===== config.mk =====
export PLATFORM = sky130hd
export DESIGN_NAME = asl_unit
export DESIGN_NICKNAME = d
export VERILOG_FILES = /design/src/verilog/asl_pkg.sv /design/src/verilog/asl_stack_if.sv /design/src/verilog/asl_stack.sv /design/src/verilog/asl_unit.sv
export SDC_FILE = /design/constraint.sdc
export NUM_CORES = 1
export LEC_CHECK = 0
export ABC_CLOCK_PERIOD_IN_PS = 10100
export BUFFER_PORTS_ARGS = -buffer_cell sky130_fd_sc_hd__buf_4
export CORE_MARGIN = 3
export CORE_UTILIZATION = 55
export DETAILED_ROUTE_END_ITERATION = 10
export HOLD_SLACK_MARGIN = 0.15
export PLACE_DENSITY = 0.84
export SYNTH_ARGS = -nofsm -noshare
export SYNTH_HDL_FRONTEND = slang
export SYNTH_SLANG_ARGS = --single-unit

===== constraint.sdc =====
create_clock -name clk -period 10.1 [get_ports clk]
set_input_delay 1.515 -clock clk [delete_from_list [all_inputs] [get_ports clk]]
set_output_delay 1.515 -clock clk [all_outputs]
set_load 0.005 [all_outputs]

===== src/verilog/asl_pkg.sv =====
// Shared constants and types of the accumulator store and logic unit.
package asl_pkg;
  localparam int          ASL_DATA_W      = 32;
  localparam int          ASL_WORD_W      = 16;
  localparam int          ASL_ADDR_W      = 16;
  localparam int          ASL_BIT_ADDR_W  = 11;
  localparam int          ASL_STACK_DEPTH = 8;
  localparam int          ASL_CNT_W       = 6;
  localparam logic [31:0] ASL_ACC_RESET   = 32'h0000_0000;
  localparam logic [15:0] ASL_WORD_RESET  = 16'h0000;
  localparam logic [5:0]  ASL_BITS_MIN    = 6'h01;
  localparam logic [5:0]  ASL_BITS_MAX    = 6'h20;
  localparam logic [1:0]  ASL_BE_NONE     = 2'h0;
  localparam logic [1:0]  ASL_BE_LOW      = 2'h1;
  localparam logic [1:0]  ASL_BE_HIGH     = 2'h2;
  localparam logic [1:0]  ASL_BE_WORD     = 2'h3;
  localparam int          ASL_MSB         = 31;

  typedef enum logic [3:0] {
    ASL_OP_NOP         = 4'h0,
    ASL_OP_POP         = 4'h1,
    ASL_OP_WORD_LOAD   = 4'h2,
    ASL_OP_IDX_STORE   = 4'h3,
    ASL_OP_LOW_STORE   = 4'h4,
    ASL_OP_HIGH_STORE  = 4'h5,
    ASL_OP_WORD_AND    = 4'h6,
    ASL_OP_DAND_MEM    = 4'h7,
    ASL_OP_DAND_CONST  = 4'h8,
    ASL_OP_RANGE_AND   = 4'h9,
    ASL_OP_STACK_AND   = 4'ha
  } asl_op_t;

  typedef enum logic [4:0] {
    ASL_ST_IDLE   = 5'h01,
    ASL_ST_WORD   = 5'h02,
    ASL_ST_DLO    = 5'h04,
    ASL_ST_DHI    = 5'h08,
    ASL_ST_BITS   = 5'h10
  } asl_state_t;
endpackage


===== src/verilog/asl_stack_if.sv =====
// Connection between the sequencing datapath and the accumulator stack.
`timescale 1ns/1ps
interface asl_stack_if;
  logic        push;
  logic        pop;
  logic [31:0] pushData;
  logic [31:0] top;
  logic        empty;

  modport ctrl  (output push, output pop, output pushData, input top, input empty);
  modport store (input push, input pop, input pushData, output top, output empty);
endinterface


===== src/verilog/asl_stack.sv =====
// Accumulator stack with shift-on-push and shift-on-pop levels.
`timescale 1ns/1ps
module asl_stack
  import asl_pkg::*;
#(
  parameter int DEPTH = ASL_STACK_DEPTH
) (
  input  wire logic  clk,
  input  wire logic  rst,
  asl_stack_if.store stk
);
  localparam int CW = $clog2(DEPTH + 1);
  localparam logic [CW-1:0] CNT_ZERO = '0;
  localparam logic [CW-1:0] CNT_ONE  = CW'(1);
  localparam logic [CW-1:0] CNT_FULL = CW'(DEPTH);

  logic [31:0]   level_q [DEPTH];
  logic [CW-1:0] count_q;

  assign stk.top   = (count_q == CNT_ZERO) ? ASL_ACC_RESET : level_q[0];
  assign stk.empty = (count_q == CNT_ZERO);

  // A pop moves every deeper entry one level toward the top. [RULE_02]
  genvar g;
  generate
    for (g = 0; g < DEPTH; g++) begin : gLevel
      always_ff @(posedge clk) begin
        if (rst) begin
          level_q[g] <= ASL_ACC_RESET;
        end else if (stk.push) begin
          level_q[g] <= (g == 0) ? stk.pushData : level_q[(g == 0) ? 0 : g - 1];
        end else if (stk.pop) begin
          level_q[g] <= (g == DEPTH - 1) ? ASL_ACC_RESET : level_q[(g == DEPTH - 1) ? g : g + 1];
        end
      end
    end
  endgenerate

  // A push into a full stack drops the bottom entry, as a shift register would.
  always_ff @(posedge clk) begin
    if (rst) begin
      count_q <= CNT_ZERO;
    end else if (stk.push && count_q != CNT_FULL) begin
      count_q <= count_q + CNT_ONE;
    end else if (stk.pop && !stk.push && count_q != CNT_ZERO) begin
      count_q <= count_q - CNT_ONE;
    end
  end
endmodule


===== src/verilog/asl_unit.sv =====
// Accumulator datapath for pop, stores and the AND family of operations.
//
// Function
// RULE_01 - Pop moves top stack level into accumulator.
// RULE_02 - Pop shifts remaining stack entries up one.
// RULE_03 - Indexed store writes top word at base+accumulator.
// RULE_04 - Indexed offset is added as plain binary.
// RULE_05 - Indexed store clears accumulator upper sixteen bits.
// RULE_06 - Indexed store failure sets logic error flag.
// RULE_07 - Back-to-back loads push first value onto stack.
// RULE_08 - Low byte store writes accumulator bits 7..0.
// RULE_09 - High byte store writes accumulator bits 15..8.
// RULE_10 - Byte stores leave the other byte untouched.
// RULE_11 - Word AND combines low accumulator word with memory.
// RULE_12 - Word AND sets zero flag on zero result.
// RULE_13 - Double AND with two words or constant.
// RULE_14 - Double AND updates zero and negative flags.
// RULE_15 - Range AND with 1 to 32 discrete bits.
// RULE_16 - Range AND updates zero and negative flags.
// RULE_17 - Stack AND combines with top, then pops.
// RULE_18 - Stack AND updates zero and negative flags.
// RULE_19 - Flags hold until the next writer overwrites them.
`timescale 1ns/1ps
module asl_unit
  import asl_pkg::*;
#(
  parameter int STACK_DEPTH = ASL_STACK_DEPTH,
  parameter int ADDR_W      = ASL_ADDR_W,
  parameter int BIT_ADDR_W  = ASL_BIT_ADDR_W
) (
  input  wire logic                  clk,
  input  wire logic                  rst,
  input  wire logic                  opValid,
  input  wire asl_op_t               opCode,
  input  wire logic [ADDR_W-1:0]     opAddr,
  input  wire logic [BIT_ADDR_W-1:0] opBitAddr,
  input  wire logic [5:0]            opBitCount,
  input  wire logic [31:0]           opConst,
  output logic                       opReady,
  output logic                       opDone,
  output logic [ADDR_W-1:0]          memAddr,
  output logic                       memRead,
  output logic                       memWrite,
  output logic [15:0]                memWdata,
  output logic [1:0]                 memByteEn,
  input  wire logic [15:0]           memRdata,
  input  wire logic                  memRvalid,
  output logic                       bitRead,
  output logic [BIT_ADDR_W-1:0]      bitAddr,
  input  wire logic                  bitRdata,
  input  wire logic                  bitRvalid,
  output logic [31:0]                accumulator,
  output logic                       zeroResultFlag,
  output logic                       negativeResultFlag,
  output logic                       logicErrorFlag
);
  localparam logic [ADDR_W-1:0] ADDR_ONE = ADDR_W'(1);

  asl_stack_if stk ();

  asl_stack #(
    .DEPTH (STACK_DEPTH)
  ) uStack (
    .clk (clk),
    .rst (rst),
    .stk (stk.store)
  );

  asl_state_t              state_q;
  asl_state_t              state_d;
  logic [31:0]             acc_q;
  logic [31:0]             acc_d;
  logic                    zero_q;
  logic                    neg_q;
  logic                    err_q;
  logic                    zeroWe;
  logic                    negWe;
  logic                    errWe;
  logic                    errSet;
  logic                    done_q;
  logic                    done_d;
  logic                    ready_q;
  logic                    loadSeen_q;
  logic                    loadSeen_d;
  logic [15:0]             loWord_q;
  logic [15:0]             loWord_d;
  logic [31:0]             gather_q;
  logic [31:0]             gather_d;
  logic [5:0]              idx_q;
  logic [5:0]              idx_d;
  logic [5:0]              cnt_q;
  logic [5:0]              cnt_d;
  logic [BIT_ADDR_W-1:0]   bitBase_q;
  logic [BIT_ADDR_W-1:0]   bitBase_d;
  logic [ADDR_W-1:0]       memAddr_q;
  logic [ADDR_W-1:0]       memAddr_d;
  logic                    memRead_q;
  logic                    memRead_d;
  logic                    memWrite_q;
  logic                    memWrite_d;
  logic [15:0]             memWdata_q;
  logic [15:0]             memWdata_d;
  logic [1:0]              memBe_q;
  logic [1:0]              memBe_d;
  logic                    bitRead_q;
  logic                    bitRead_d;
  logic [BIT_ADDR_W-1:0]   bitAddr_q;
  logic [BIT_ADDR_W-1:0]   bitAddr_d;
  logic [ADDR_W:0]         idxSum;
  logic [31:0]             res;
  logic [31:0]             bitWord;
  logic                    accept;

  function automatic logic isZero(input logic [31:0] v);
    isZero = (v == ASL_ACC_RESET);
  endfunction

  function automatic logic bitsInRange(input logic [5:0] n);
    bitsInRange = (n >= ASL_BITS_MIN) && (n <= ASL_BITS_MAX);
  endfunction

  assign accept  = opValid && (state_q == ASL_ST_IDLE);
  // The offset is an unsigned binary value; no decimal correction is applied. [RULE_04]
  assign idxSum  = {1'b0, opAddr} + {1'b0, acc_q[ADDR_W-1:0]};
  assign bitWord = {31'h0000_0000, bitRdata} << idx_q[4:0];

  always_comb begin
    state_d      = state_q;
    acc_d        = acc_q;
    res          = acc_q;
    zeroWe       = 1'b0;
    negWe        = 1'b0;
    errWe        = 1'b0;
    errSet       = 1'b0;
    done_d       = 1'b0;
    loadSeen_d   = loadSeen_q;
    loWord_d     = loWord_q;
    gather_d     = gather_q;
    idx_d        = idx_q;
    cnt_d        = cnt_q;
    bitBase_d    = bitBase_q;
    memAddr_d    = memAddr_q;
    memRead_d    = 1'b0;
    memWrite_d   = 1'b0;
    memWdata_d   = memWdata_q;
    memBe_d      = ASL_BE_NONE;
    bitRead_d    = 1'b0;
    bitAddr_d    = bitAddr_q;
    stk.push     = 1'b0;
    stk.pop      = 1'b0;
    stk.pushData = acc_q;
    case (state_q)
      ASL_ST_IDLE: begin
        if (accept) begin
          loadSeen_d = 1'b0;
          case (opCode)
            ASL_OP_POP: begin
              acc_d   = stk.top; // [RULE_01]
              stk.pop = 1'b1; // [RULE_02]
              zeroWe  = 1'b1;
              done_d  = 1'b1;
            end
            ASL_OP_WORD_LOAD: begin
              // A load directly after a load saves the earlier value first. [RULE_07]
              stk.push   = loadSeen_q;
              acc_d      = {16'h0000, opConst[15:0]};
              loadSeen_d = 1'b1;
              done_d     = 1'b1;
            end
            ASL_OP_IDX_STORE: begin
              acc_d  = {16'h0000, acc_q[15:0]}; // [RULE_05]
              errWe  = 1'b1;
              // An empty stack or an address past the top of memory cannot complete. [RULE_06]
              errSet = stk.empty || idxSum[ADDR_W];
              if (!errSet) begin
                memAddr_d  = idxSum[ADDR_W-1:0]; // [RULE_03]
                memWdata_d = stk.top[15:0]; // [RULE_03]
                memBe_d    = ASL_BE_WORD;
                memWrite_d = 1'b1;
              end
              done_d = 1'b1;
            end
            ASL_OP_LOW_STORE: begin
              memAddr_d  = opAddr;
              memWdata_d = acc_q[15:0];
              memBe_d    = ASL_BE_LOW; // [RULE_08] [RULE_10]
              memWrite_d = 1'b1;
              done_d     = 1'b1;
            end
            ASL_OP_HIGH_STORE: begin
              memAddr_d  = opAddr;
              memWdata_d = acc_q[15:0];
              memBe_d    = ASL_BE_HIGH; // [RULE_09] [RULE_10]
              memWrite_d = 1'b1;
              done_d     = 1'b1;
            end
            ASL_OP_WORD_AND: begin
              memAddr_d = opAddr;
              memRead_d = 1'b1;
              state_d   = ASL_ST_WORD;
            end
            ASL_OP_DAND_MEM: begin
              memAddr_d = opAddr;
              memRead_d = 1'b1;
              state_d   = ASL_ST_DLO;
            end
            ASL_OP_DAND_CONST: begin
              acc_d  = acc_q & opConst; // [RULE_13]
              zeroWe = 1'b1; // [RULE_14]
              negWe  = 1'b1; // [RULE_14]
              done_d = 1'b1;
            end
            ASL_OP_RANGE_AND: begin
              if (bitsInRange(opBitCount)) begin // [RULE_15]
                bitBase_d = opBitAddr;
                bitAddr_d = opBitAddr;
                bitRead_d = 1'b1;
                idx_d     = 6'h00;
                cnt_d     = opBitCount;
                gather_d  = ASL_ACC_RESET;
                state_d   = ASL_ST_BITS;
              end else begin
                // A count outside 1..32 is refused and the accumulator is left alone.
                errWe  = 1'b1;
                errSet = 1'b1;
                done_d = 1'b1;
              end
            end
            ASL_OP_STACK_AND: begin
              acc_d   = acc_q & stk.top; // [RULE_17]
              stk.pop = 1'b1; // [RULE_17]
              zeroWe  = 1'b1; // [RULE_18]
              negWe   = 1'b1; // [RULE_18]
              done_d  = 1'b1;
            end
            default: begin
              done_d = 1'b1;
            end
          endcase
        end
      end
      ASL_ST_WORD: begin
        if (memRvalid) begin
          acc_d   = {16'h0000, acc_q[15:0] & memRdata}; // [RULE_11]
          zeroWe  = 1'b1; // [RULE_12]
          done_d  = 1'b1;
          state_d = ASL_ST_IDLE;
        end
      end
      ASL_ST_DLO: begin
        if (memRvalid) begin
          loWord_d  = memRdata;
          memAddr_d = memAddr_q + ADDR_ONE;
          memRead_d = 1'b1;
          state_d   = ASL_ST_DHI;
        end
      end
      ASL_ST_DHI: begin
        if (memRvalid) begin
          acc_d   = acc_q & {memRdata, loWord_q}; // [RULE_13]
          zeroWe  = 1'b1; // [RULE_14]
          negWe   = 1'b1; // [RULE_14]
          done_d  = 1'b1;
          state_d = ASL_ST_IDLE;
        end
      end
      ASL_ST_BITS: begin
        if (bitRvalid) begin
          res = gather_q | bitWord;
          gather_d = res;
          if (idx_q + 6'h01 == cnt_q) begin
            acc_d   = acc_q & res; // [RULE_15]
            zeroWe  = 1'b1; // [RULE_16]
            negWe   = 1'b1; // [RULE_16]
            done_d  = 1'b1;
            state_d = ASL_ST_IDLE;
          end else begin
            idx_d     = idx_q + 6'h01;
            bitAddr_d = bitBase_q + BIT_ADDR_W'(idx_q + 6'h01);
            bitRead_d = 1'b1;
          end
        end
      end
      default: begin
        state_d = ASL_ST_IDLE;
      end
    endcase
  end

  always_ff @(posedge clk) begin
    if (rst) begin
      state_q    <= ASL_ST_IDLE;
      ready_q    <= 1'b1;
      done_q     <= 1'b0;
      loadSeen_q <= 1'b0;
      loWord_q   <= ASL_WORD_RESET;
      gather_q   <= ASL_ACC_RESET;
      idx_q      <= 6'h00;
      cnt_q      <= 6'h00;
      bitBase_q  <= '0;
    end else begin
      state_q    <= state_d;
      ready_q    <= (state_d == ASL_ST_IDLE);
      done_q     <= done_d;
      loadSeen_q <= loadSeen_d;
      loWord_q   <= loWord_d;
      gather_q   <= gather_d;
      idx_q      <= idx_d;
      cnt_q      <= cnt_d;
      bitBase_q  <= bitBase_d;
    end
  end

  always_ff @(posedge clk) begin
    if (rst) begin
      acc_q <= ASL_ACC_RESET;
    end else begin
      acc_q <= acc_d;
    end
  end

  // Each flag is written only by operations that own it, so it holds otherwise. [RULE_19]
  always_ff @(posedge clk) begin
    if (rst) begin
      zero_q <= 1'b0;
      neg_q  <= 1'b0;
      err_q  <= 1'b0;
    end else begin
      if (zeroWe) begin
        zero_q <= isZero(acc_d); // [RULE_12] [RULE_14] [RULE_16] [RULE_18]
      end
      if (negWe) begin
        neg_q <= acc_d[ASL_MSB]; // [RULE_14] [RULE_16] [RULE_18]
      end
      if (errWe) begin
        err_q <= errSet; // [RULE_06]
      end
    end
  end

  // Port strobes are registered so the memory sees clean single-cycle pulses.
  always_ff @(posedge clk) begin
    if (rst) begin
      memAddr_q  <= '0;
      memRead_q  <= 1'b0;
      memWrite_q <= 1'b0;
      memWdata_q <= ASL_WORD_RESET;
      memBe_q    <= ASL_BE_NONE;
      bitRead_q  <= 1'b0;
      bitAddr_q  <= '0;
    end else begin
      memAddr_q  <= memAddr_d;
      memRead_q  <= memRead_d;
      memWrite_q <= memWrite_d;
      memWdata_q <= memWdata_d;
      memBe_q    <= memBe_d;
      bitRead_q  <= bitRead_d;
      bitAddr_q  <= bitAddr_d;
    end
  end

  assign opReady            = ready_q;
  assign opDone             = done_q;
  assign memAddr            = memAddr_q;
  assign memRead            = memRead_q;
  assign memWrite           = memWrite_q;
  assign memWdata           = memWdata_q;
  assign memByteEn          = memBe_q;
  assign bitRead            = bitRead_q;
  assign bitAddr            = bitAddr_q;
  assign accumulator        = acc_q;
  assign zeroResultFlag     = zero_q;
  assign negativeResultFlag = neg_q;
  assign logicErrorFlag     = err_q;
endmodule

**After elaboration in Yosys (flattened, before gate mapping)**

Memories as Yosys holds them, arrays and structs flattened.
Cells that the tools add are included.

- Register bits after elaboration: 166
- RAM bits: 256
- Input port bits: 91
- Output and inout port bits: 85
- Logic and storage cells: 218
- Memories kept: 1

Memories:

| memory | words | width | rd ports | clocked after memory_dff | write ports | line | text |
|---|---|---|---|---|---|---|---|
| uStack.level_q | 8 | 32 | 8 | 0 | 8 | asl_stack.sv:17 | `logic [31:0] level_q [DEPTH];` |

- Add/subtract/negate cells: 7
- $lt $le $gt $ge: 2
- Equal/unequal tests: 27
- Shift operators: 1
- Multiplexer cells: 106
- Bitwise gates (word level): 24
- Reductions and logical operators: 29

Operators by type and width:

| cell | count |
|---|---|
| two-way mux 32 bit | 26 |
| case mux 32 bit (5 select lines) | 1 |
| AND 32 bit | 4 |
| case mux 32 bit (4 select lines) | 1 |
| case mux 16 bit (2 select lines) | 3 |
| two-way mux 16 bit | 4 |
| case mux 32 bit (2 select lines) | 1 |
| two-way mux 11 bit | 5 |
| two-way mux 1 bit | 37 |
| zero test 32 bit | 1 |
| bitwise OR 32 bit | 1 |
| left shift 1 x 5 -> 32 bit | 1 |
| two-way mux 5 bit | 6 |
| two-way mux 6 bit | 5 |
| case mux 11 bit (2 select lines) | 1 |
| case mux 5 bit (4 select lines) | 1 |
| adder 16 x 16 -> 17 bit | 1 |
| adder 16 x 1 -> 16 bit, second input constant | 1 |
| AND 16 bit | 1 |
| equality test 4 x 3 -> 1 bit, second input constant | 4 |
| bitwise OR 1 bit | 16 |
| case mux 5 bit (3 select lines) | 1 |
| equality test 4 bit, second input constant | 3 |
| case mux 1 bit (2 select lines) | 6 |
| 39 further kinds | 65 |

**Logic depth before layout (Yosys ltp)**

- Word-level depth: 10
- Gate-level depth with buffers: 14

**By module**

A second synthesis with hierarchy kept.

- Cells, all modules: 1,963
- Area, all modules: 20,708.6 um2

Modules (own cells, without submodules):

| module | instances | cells each | area an instance (um2) | seq. area each (um2) |
|---|---|---|---|---|
| asl_stack | 1 | 636 | 10,650.2 | 7,767.4 |
| asl_unit | 1 | 1,327 | 10,058.4 | 3,243.1 |

**Worst setup path after synthesis**

OpenSTA, ideal clock, no wires.

- Kind: input -> register
- Start point: input port opCode[3]
- End point: memory uStack.level_q[0][0] (enable)
- Library setup time: 492 ps
- Data arrival time: 5,392 ps
- Required time: 9,608 ps
- Path slack: 4,216 ps
- Cell stages on the path: 6
- Path buffers: 1
- Path through: buf_2 nand2b_1 nor3_1 nand2_1 a21oi_1 or2_2

RTL lines:

| what | line | text |
|---|---|---|
| start: declaration | asl_unit.sv:34 | `input wire asl_op_t opCode,` |
| end: declaration | asl_stack.sv:17 |  |

==> metrics.txt <==
status=finished, final reports clean; initial core utilization=56.3%; GRT Overall Usage=28.4%; Place WS=5.34 ns; final-stage net count=2135; most frequent cell after synthesis=edfxtp_1; PwrDens=164 nW/um^2; root buffer cell=clkbuf_16; placement-stage cell area=21600 um^2; FP Rows=69; crit share post-route=41.9%; Finished Cell Area=23100 um^2; ratio of cells with drive above 1 in the final layout=14.2%; Die Wd=197 um; ys async rst share=0%; synth top area cells=edfxtp_1 38%, dfxtp_1 16%, a22o_1 10%; routed length per instance=22.7 um; IO Count=176; Netlist cell types=79; synth cell count leaders=256 x edfxtp_1, 229 x a22o_1, 180 x a21oi_1; RSZ-0062 raised after global routing=false; Setup TNS Final=0 ns; Max-Slew Margin vs Limit=22.7%; Core Util, Final=64.5%; die area=39000 um^2; post-route minimum period=4.23 ns; grt ovf=0; Syn Area/Cell=10.5 um^2; post-synth top area share=38.1%; Final Hold Viols=0; mapped cell area=20200 um^2; post-CTS setup buffers=0; CTS Buf Count=44; Syn. warnings=0; initial antenna violation count=1; Worst-Margin Slew=1.16 ns; drt initial violations=2133; Layout area overhead=14.7%; die height=197 um; Synth Instances=1927; #FFs+latches synth=422; Worst-Skew Late Latency=0.58 ns; Synthesized Nets=2047; Max Fanout on Critical Path=167; core area=35800 um^2; CTS clock-pin slew for the worst setup and hold paths=0.06 ns; Synth area leader=edfxtp_1; number of max-cap violations=0; DP HPWL=38000 um; crit path kind=primary input to flip-flop; Final setup viols=0; Remaining DRCs=0; Gates resized, CTS repair=0; Worst Clk Skew=0.0237 ns; CP Capture Type=flip-flop; dominant synthesized flop cell=edfxtp_1; Worst EP arrival=4.43 ns; CTS Hold Bufs=0; pins over their slew limit=0; P_leak=8.51 nW; H-tree levels=2; TritonCTS clock tree=done; via count=16599; Clock Sinks=422; vias in the first global route=15665; startpoint types=primary input; Required @ worst endpoint=10.30 ns; Hold WC Path Type=flip-flop to flip-flop; Antenna diodes=0; first-pass GRT wire length=88300 um; Routed Antenna Nets=0; maximum VDD drop=0.125 mV; final WL=57100 um; final setup margin=5.87 ns; routability cong.=0.936; pin count of the biggest net entering global routing=257; fmax=236 MHz; clock tree buffer depth=3; Buffers on Ports=175; drt pass-1 iters=8; vias per cell=6.61; sequential area share after synthesis=54.6%; Post-synth EDFFs=256
## metal layers
layer / part of all wire [%] / global-route usage (%) / vias to the layer above / routed length (um)
li1: - / - / 7560 / -
met1: 40 / 39.0 / 7990 / 23000
met2: 46 / 44.5 / 859 / 26100
met3: 9.3 / 5.19 / 188 / 5340
met4: 4.7 / 12.7 / 2 / 2690
met5: 0.019 / 0 / - / 11
## placed cells by master, fill, tap and decap left out, types with 6 or more instances in the layout
cell	synthesis	layout
a22o_1	229	229
nor4_1	8	8
a211oi_1	36	36
o21a_1	11	11
clkbuf_1	115	12
or2_2	7	6
clkinv_2	0	9
nor2b_1	28	28
nand2b_1	10	10
nand3_1	32	32
xor2_1	12	12
inv_1	33	33
edfxtp_1	256	256
ha_1	26	26
o22ai_1	18	18
dfxtp_1	166	166
o211ai_1	8	8
nand2_1	159	159
o21ai_0	78	78
nand4_1	11	11
a21oi_1	180	179
a22oi_1	22	22
and3_1	20	20
a211o_1	10	10
clkbuf_8	0	9
a41oi_1	11	11
a21o_1	6	6
xnor2_1	17	17
nor3_1	33	30
a31oi_1	27	27
a32oi_1	7	7
clkbuf_16	0	44
o221ai_1	7	7
buf_4	2	194
and2_1	43	43
nor2_1	155	155
a221oi_1	10	10
## layout make-up
class	instances	area [um^2]
clock buffers	65	1270
clock inverters	16	210
fillers	2656	12700
inverters	33	124
multi-input cells	1317	8420
flip-flops and latches	422	11000
well taps	461	577
repair buffers	197	1520
## per-stage QoR
stage | cells | hold WS, ns | total power, mW
2_1_floorplan | 1927 | 0.434 | 2.07
3_3_place_gp | 2430 | 0.440 | 2.17
3_5_place_dp | 2430 | 0.449 | 2.18
4_1_cts | 2511 | 0.459 | 3.81
5_1_grt | 2511 | 0.473 | 3.91
6_report | 2511 | 0.458 | 3.80
## sequential cells by signal, summed over array words and instances (netlist names), 2 cells and up
register / cells
state_q: 5
cnt_q: 6
memWdata: 16
accumulator: 32
loWord_q: 16
idx_q: 6
bitBase_q: 11
uStack.level_q: 256
bitAddr: 11
uStack.count_q: 4
memAddr: 16
gather_q: 32
memByteEn: 2
## final timing paths
check | from | to | slack [ns] | cells after the start
setup / recovery | opCode[1] | uStack.level_q[1][62] | 5.87 | 8
hold / removal | bitAddr[2] | bitAddr[2] | 0.46 | 2
setup reg to reg | state_q[4] | uStack.level_q[1][62] | 6.16 | 6
hold reg to reg | bitAddr[2] | bitAddr[2] | 0.46 | 2
## worst max-delay path: stages
cell and delay [ns]:
buf_4 0.49, nand2b_1 0.19, nor3_2 0.14, buf_4 0.25
nand2_1 0.14, a21oi_1 0.18, or2_4 0.68, buf_12 0.67
## cells by family (layout without fill, tap and decap cells)
logic type / after synthesis / in the layout / synth area share, %
muxes: 2 / 2 / 0.0993
DFF: 422 / 422 / 54.6
and+or+nand+nor: 543 / 543 / 13.0
xor gates and xnor gates: 29 / 29 / 1.26
AOI/OAI and AO/OA: 714 / 714 / 25.3
adders and majority gates: 29 / 29 / 1.91
buffers and inverters: 188 / 311 / 3.77
## report_power, final
part	internal (mW)	switching (mW)	total, mW
combinational	0.0776	0.138	0.216
clock	0.958	0.693	1.65
sequential	1.89	0.0466	1.93
total	2.92	0.878	3.80
Note: power is estimated with default switching activity, not from simulation.
